<file path="src/include/lsp_pkg.sv">
// package for the lcd-shared io port: register map, reset values, carriers
package lsp_pkg;
  localparam int unsigned LSP_ADDR_W = 2;
  localparam int unsigned LSP_DATA_W = 8;
  // register indices (byte-wide plain port, one register per address)
  localparam logic [1:0] LSP_ADDR_PIN_VALUE = 2'h0;
  localparam logic [1:0] LSP_ADDR_OUT_LATCH = 2'h1;
  localparam logic [1:0] LSP_ADDR_DIRECTION = 2'h2;
  localparam logic [1:0] LSP_ADDR_SEG_ENABLE = 2'h3;
  // values after reset: all inputs, no segments
  localparam logic [7:0] LSP_RESET_LATCH = 8'h00;
  localparam logic [7:0] LSP_RESET_DIR = 8'hff;
  localparam logic [7:0] LSP_RESET_SEG = 8'h00;
  // segment numbering of the shared pads
  localparam int unsigned LSP_SEG_BASE = 32;
  localparam int unsigned LSP_SEG_TOP = 39;
  // register bus request carrier
  typedef struct packed {
    logic [1:0] addr;
    logic [7:0] wdata;
    logic wr;
    logic rd;
  } lsp_bus_req_t;
  // pad drive carrier, one bit per pin
  typedef struct packed {
    logic [7:0] dout;
    logic [7:0] oe;
    logic [7:0] seg_sel;
  } lsp_pad_t;
endpackage : lsp_pkg

</file>
<file path="src/hdl/lsp_sync.sv">
// two-flop synchroniser for the pad inputs
`timescale 1ns/1ns
module lsp_sync #(
  parameter int unsigned WIDTH = 8
) (
  input wire logic clk,
  input wire logic reset,
  input wire logic clk_en,
  input wire logic [WIDTH-1:0] async_in,
  output logic [WIDTH-1:0] sync_out
);
  // first stage, read only by the second stage
  logic [WIDTH-1:0] meta_reg;

  initial begin
    if (WIDTH < 1) begin
      $error("lsp_sync: WIDTH must be at least 1");
    end
  end

  // both stages frozen while clock enable is low
  always_ff @(posedge clk or posedge reset) begin
    if (reset) begin
      meta_reg <= '0;
      sync_out <= '0;
    end else if (clk_en) begin
      meta_reg <= async_in;
      sync_out <= meta_reg;
    end
  end
endmodule : lsp_sync

</file>
<file path="src/hdl/lsp_port.sv">
// eight-bit general io port whose pads are shared with lcd segments 32..39
`timescale 1ns/1ns
// Summary of operation
// - output pin drives latch bit when segment off
// - direction set: schmitt input read as pin value
// - segment enabled: segment owns pad, direction ignored
// - pins 0..3 carry segments 32..35 ascending
// - pins 4..7 carry segments 39..36 reversed
// - io function only while segment enable clear
module lsp_port #(
  parameter int unsigned PIN_COUNT = 8
) (
  input wire logic clk,
  input wire logic reset,
  input wire logic clk_en,
  input wire lsp_pkg::lsp_bus_req_t bus_req,
  output logic [7:0] bus_rdata,
  input wire logic [7:0] schmitt_input,
  input wire logic [7:0] lcd_segment_in,
  output logic [7:0] digital_output,
  output logic [7:0] digital_output_en,
  output logic [7:0] analog_segment_output,
  output logic [7:0] analog_segment_sel
);
  import lsp_pkg::*;

  // software-visible registers
  logic [7:0] port_output_latch_reg;
  logic [7:0] port_direction_reg;
  logic [7:0] segment_enable_upper_reg;
  // pad level after synchronising
  logic [7:0] pin_sync;
  // segment line per pin, pad order
  logic [7:0] seg_by_pin;
  // enable bits remapped to pad order
  logic [7:0] seg_en_by_pin;
  // pad drive computed each cycle
  lsp_pad_t pad_next;
  // pin value seen by software
  logic [7:0] pin_value;

  initial begin
    if (PIN_COUNT != 8) begin
      $error("lsp_port: only an eight-pin port is supported");
    end
  end

  // pad inputs come from outside the clock domain
  lsp_sync #(
    .WIDTH(8)
  ) u_sync (
    .clk(clk),
    .reset(reset),
    .clk_en(clk_en),
    .async_in(schmitt_input),
    .sync_out(pin_sync)
  );

  // pad mapping: enable register bit k names segment 32+k
  genvar g;
  generate
    for (g = 0; g < 8; g++) begin : g_map
      if (g < 4) begin : g_low
        // pin g carries segment 32+g
        assign seg_by_pin[g] = lcd_segment_in[g];
        assign seg_en_by_pin[g] = segment_enable_upper_reg[g];
      end else begin : g_high
        // pin g carries segment 39-(g-4) = enable bit 11-g
        assign seg_by_pin[g] = lcd_segment_in[11-g];
        assign seg_en_by_pin[g] = segment_enable_upper_reg[11-g];
      end
    end
  endgenerate

  // pad ownership: segment wins over direction and latch
  always_comb begin
    pad_next.seg_sel = seg_en_by_pin;
    pad_next.oe = ~port_direction_reg & ~seg_en_by_pin;
    pad_next.dout = port_output_latch_reg & pad_next.oe;
  end

  // a pin owned by a segment reads as zero, io is not available there
  assign pin_value = pin_sync & ~seg_en_by_pin;

  // register writes; reset leaves every pin an input
  always_ff @(posedge clk or posedge reset) begin
    if (reset) begin
      port_output_latch_reg <= LSP_RESET_LATCH;
      port_direction_reg <= LSP_RESET_DIR;
      segment_enable_upper_reg <= LSP_RESET_SEG;
    end else if (clk_en && bus_req.wr) begin
      unique case (bus_req.addr)
        // writing the pin value register writes the latch
        LSP_ADDR_PIN_VALUE: port_output_latch_reg <= bus_req.wdata;
        LSP_ADDR_OUT_LATCH: port_output_latch_reg <= bus_req.wdata;
        LSP_ADDR_DIRECTION: port_direction_reg <= bus_req.wdata;
        LSP_ADDR_SEG_ENABLE: segment_enable_upper_reg <= bus_req.wdata;
      endcase
    end
  end

  // read data one cycle after the strobe, zero after an enabled cycle without one, held while clock enable is low
  always_ff @(posedge clk or posedge reset) begin
    if (reset) begin
      bus_rdata <= 8'h00;
    end else if (clk_en) begin
      if (bus_req.rd) begin
        unique case (bus_req.addr)
          LSP_ADDR_PIN_VALUE: bus_rdata <= pin_value;
          LSP_ADDR_OUT_LATCH: bus_rdata <= port_output_latch_reg;
          LSP_ADDR_DIRECTION: bus_rdata <= port_direction_reg;
          LSP_ADDR_SEG_ENABLE: bus_rdata <= segment_enable_upper_reg;
        endcase
      end else begin
        bus_rdata <= 8'h00;
      end
    end
  end

  // pad outputs registered; one cycle after a register write they follow
  always_ff @(posedge clk or posedge reset) begin
    if (reset) begin
      digital_output <= 8'h00;
      digital_output_en <= 8'h00;
      analog_segment_output <= 8'h00;
      analog_segment_sel <= 8'h00;
    end else if (clk_en) begin
      digital_output <= pad_next.dout;
      digital_output_en <= pad_next.oe;
      // segment level only passed while the segment owns the pad
      analog_segment_output <= seg_by_pin & pad_next.seg_sel;
      analog_segment_sel <= pad_next.seg_sel;
    end
  end
endmodule : lsp_port

</file>
<file path="config.mk">
export PLATFORM = sky130hd
export DESIGN_NAME = lsp_port
export DESIGN_NICKNAME = d
export VERILOG_FILES = /design/src/include/lsp_pkg.sv /design/src/hdl/lsp_sync.sv /design/src/hdl/lsp_port.sv
export SDC_FILE = /design/constraint.sdc
export NUM_CORES = 1
export LEC_CHECK = 0
export ABC_CLOCK_PERIOD_IN_PS = 2500
export BUFFER_PORTS_ARGS = -buffer_cell sky130_fd_sc_hd__buf_2
export CAP_MARGIN = 30
export CORE_ASPECT_RATIO = 0.7
export CORE_MARGIN = 1
export CORE_UTILIZATION = 49
export CTS_CLUSTER_SIZE = 16
export DETAILED_ROUTE_END_ITERATION = 7
export PLACE_DENSITY = 0.76
export RECOVER_POWER = 50
export SYNTH_ARGS = -nofsm -noshare
export SYNTH_HDL_FRONTEND = slang
export SYNTH_SLANG_ARGS = --single-unit
</file>
<file path="constraint.sdc">
create_clock -name clk -period 2.5 [get_ports clk]
set_clock_uncertainty 0.1 [all_clocks]
set_input_delay 0.25 -clock clk [delete_from_list [all_inputs] [get_ports clk]]
set_output_delay 0.25 -clock clk [all_outputs]
set_load 0.005 [all_outputs]
</file>
Word-level counts from Yosys, hierarchy flattened
Index checks and enable logic that the tools add are counted.
W data, S select, Z words.
{"block": "totals", "register_bits": 80, "inputBits": 31, "out_inout_bits": 40, "elab_cells": 27}
{"block": "classes", "eq_ne": 3, "mux": 2, "bitwise_logic": 6, "n_reduce_logical": 6}
{"cell": "$and A8 B8 Y8", "count": 4}
{"cell": "$pmux W8 S4", "count": 1}
{"cell": "$not A8 Y8", "count": 2}
{"cell": "$mux W8", "count": 1}
{"cell": "$reduce_and A2 Y1", "count": 3}
{"cell": "$eq A2 B2 Y1 const B", "count": 2}
{"cell": "$eq A2 B1 Y1 const B", "count": 1}
{"cell": "$logic_not A2 Y1", "count": 1}
{"cell": "$reduce_or A2 Y1", "count": 1}
{"cell": "$logic_and A1 B1 Y1", "count": 1}

Depth between registers and ports, before layout
{"block": "logic_depth", "word_depth": 4, "depth_mapped": 5, "ltp_nobuf": 3}

Hierarchy
A second synthesis with hierarchy kept.
{"block": "hier_totals", "hier_cells": 251, "hier_area_um2": 3400.8}
{"mod": "lsp_port", "instances": 1, "cells_per_inst": 216, "area_each_um2": 2747.6}
{"mod": "lsp_sync", "instances": 1, "cells_per_inst": 35, "area_each_um2": 653.1}

Least setup slack after synthesis
No wires, ideal clock.
{"block": "synth_timing", "path_kind": "input to register", "start": "input clk_en", "end": "register u_sync.meta_reg[7]", "setup_time_ns": 0.125, "arrival_ns": 0.947, "slack_ns": 1.328, "cell_stages": 4, "cell_sequence": "buf_6 buf_6 buf_6 mux2_2"}
{"element": "start: declaration", "line_no": "lsp_port.sv:15", "rtl": "input wire logic clk_en,"}
{"element": "end signal: assignment", "line_no": "lsp_sync.sv:27", "rtl": "meta_reg <= async_in;"}
{"element": "end: declaration", "line_no": "lsp_sync.sv:13", "rtl": "logic [WIDTH-1:0] meta_reg;"}
No word-level cell between the ends.

==> impl_metrics.env <==
export IMPL_dp_slack_ns=0.658
export IMPL_dieArea_um2=7200
export IMPL_worst_slew_pin_slew_ns=1.48
export IMPL_cts_root_buf="clkbuf_8"
export IMPL_yosys_warnings=0
export IMPL_hold_depth=2
export IMPL_start_kind="primary input"
export IMPL_clock_sinks=80
export IMPL_worst_slack_ns=0.740
export IMPL_cts_tree="yes"
export IMPL_holdPathEnd="u_sync.meta_reg[1]"
export IMPL_fillers=559
export IMPL_pwr_density_cell_nw_per_um2=830
export IMPL_hold_viol=0
export IMPL_drc_errors=0
export IMPL_min_period_ns=1.76
export IMPL_crit_reg2reg_capture="bus_rdata[7]"
export IMPL_drv_slew=0
export IMPL_grt_pass1_wl_um=11100
export IMPL_rows=24
export IMPL_critPathCaptureType="asynchronous set/reset pin"
export IMPL_core_um2=6430
export IMPL_grt_overflow=0
export IMPL_port_buffers=70
export IMPL_syn_nets=281
export IMPL_dieHeight_um=71.3
export IMPL_first_iter_violations=62
export IMPL_hold_path_class="in2reg"
export IMPL_dr_total_vias=2199
export IMPL_routedWlPerCell_um=15.5
export IMPL_grt_setup_unrepaired="no"
export IMPL_slew_limit_headroom_pct=0.840
export IMPL_ant_nets=0
export IMPL_synthesis_area_um2=3360
export IMPL_rrSetupSlack_ns=1.36
export IMPL_dp_hpwl_um=4420
export IMPL_yosysTopAreaCellShare_pct=53.6
export IMPL_min_from="schmitt_input[1]"
export IMPL_maxCapViolCount=1
export IMPL_antenna_found_initial=0
export IMPL_avgViaCountPerCell=5.25
export IMPL_reg2reg_from="segment_enable_upper_reg[4]"
export IMPL_fin_nets=354
export IMPL_clock_path_buffers=2
export IMPL_area_growth_syn_to_layout_pct=18.6
export IMPL_violations="max-capacitance violations"
export IMPL_grt_max_degree=48
export IMPL_ioPinCount=71
export IMPL_fin_setup_tns_ns=0
export IMPL_synth_area_leaders="dfrtp_1, mux2_2, dfstp_2"
export IMPL_htree_num_levels=3
export IMPL_clkLatencyLatePin_ns=0.35
export IMPL_gp_congestion=0.737
export IMPL_reg2regPathDepth=3
export IMPL_yosysTopAreaCell="dfrtp_1"
export IMPL_grt_pass1_vias=2213
export IMPL_avgSynthCellArea_um2=13.5
export IMPL_first_pass_iters=4
export IMPL_final_cell_mix="dfrtp_1, mux2_2, buf_2"
export IMPL_layout_commonest_cell="dfrtp_1"
export IMPL_status="finished with violations"
export IMPL_synth_cells=250
export IMPL_power_leakage_nw=1.85
export IMPL_synth_cell_types=19
export IMPL_die_w_um=101
export IMPL_worstSetupPathType="in2async"
export IMPL_grt_use_total_pct=20.8
export IMPL_crit_arrival_ns=2.13
export IMPL_routed_wl_um=6500
export IMPL_ys_seq_area_share_pct=59.8
export IMPL_cts_resized=0
export IMPL_crit_required_ns=2.87
export IMPL_floorplan_initialDensity_pct=52.3
export IMPL_setup_viol=0
export IMPL_clk_pin_slew_ns=0.08
export IMPL_cts_setup_buffers=0
export IMPL_cp_max_fo=47
export IMPL_max_freq_ghz=0.568
export IMPL_ir_drop_uv=485
export IMPL_synth_seq_cells=80
export IMPL_finalCritPeriodShare_pct=70.4
export IMPL_layout_drive_gt1_share_pct=43.0
export IMPL_ctsHoldBuffers=1
export IMPL_numCtsBuffers=9
export IMPL_num_antenna_cells=0
kinds of logic after synthesis:
family / share of synthesized area, %
buf+inv: 4.72
flops: 59.8
simple gates: 8.07
compound gates: 6.25
mux: 21.1
stage by stage:
step                area, um2  utilization [%]  total power [mW]  cells  hold WS (ns)
global route             3990             62.1              3.50    419       0.00683
finish                   3990             62.1              3.31    419        0.0245
global placement         3780             58.8              2.31    402         0.228
CTS                      4010             62.4              3.36    419        0.0112
floorplan                3360                -              2.08    250         0.300
detailed placement       3780             58.8              2.35    402         0.232
metal layers:
metal | vias up | global-route usage (%) | routed length [um] | share of wire (%)
met4 | 0 | 5.31 | 80 | 1.2
met2 | 63 | 31.7 | 2920 | 45
met5 | - | 0 | 0 | 0
li1 | 1036 | - | - | -
met3 | 12 | 7.80 | 346 | 5.3
met1 | 1088 | 28.5 | 3150 | 48
worst max path at each step:
| stage | to | slack (ns) | from | cells after the start |
|---|---|---|---|---|
| after CTS | bus_rdata[2] | 1.01 | clk_en | 3 |
| final | port_direction_reg[7] | 0.74 | reset | 4 |
| after floorplan | analog_segment_output[0] | 0.11 | reset | 1 |
| after global routing | port_direction_reg[7] | 0.51 | reset | 4 |
| after detailed placement | bus_rdata[2] | 0.66 | clk_en | 3 |
| after global placement | bus_rdata[0] | 0.73 | clk_en | 3 |
synth_stat cells:
cell type / count
nand3b_2: 1
dfrtp_1: 72
buf_4: 2
nand4_4: 1
o21ai_0: 16
nand3b_4: 1
inv_1: 17
nor2_1: 16
nand3_1: 17
a22oi_1: 8
nand4b_4: 1
buf_6: 5
o221ai_1: 8
buf_2: 4
dfstp_2: 8
mux2i_1: 8
mux2_2: 56
buf_1: 1
nand2b_1: 8
critical path: stages:
cell,delay [ns]
dlygate4sd3_1,0.53
buf_2,0.12
clkinvlp_2,0.85
buf_12,0.34
where the power goes:
group / internal (mW) / total [mW] / switching (mW)
sequential: 1.56 / 1.74 / 0.178
combinational: 0.315 / 0.565 / 0.250
clock: 0.570 / 1.01 / 0.436
total: 2.44 / 3.31 / 0.864
area by class of cell:
type                    instances  area, um2  share of cell area, %
clock buffers                  14        183                   4.58
clock inverters                 2       35.0                  0.879
inverters                      17       65.1                   1.63
multi-input cells             141       1190                   29.9
flip-flops and latches         80       2010                   50.5
well taps                      91        114                   2.86
repair buffers                 74        387                   9.70
Power figures use the tool's default switching activity.
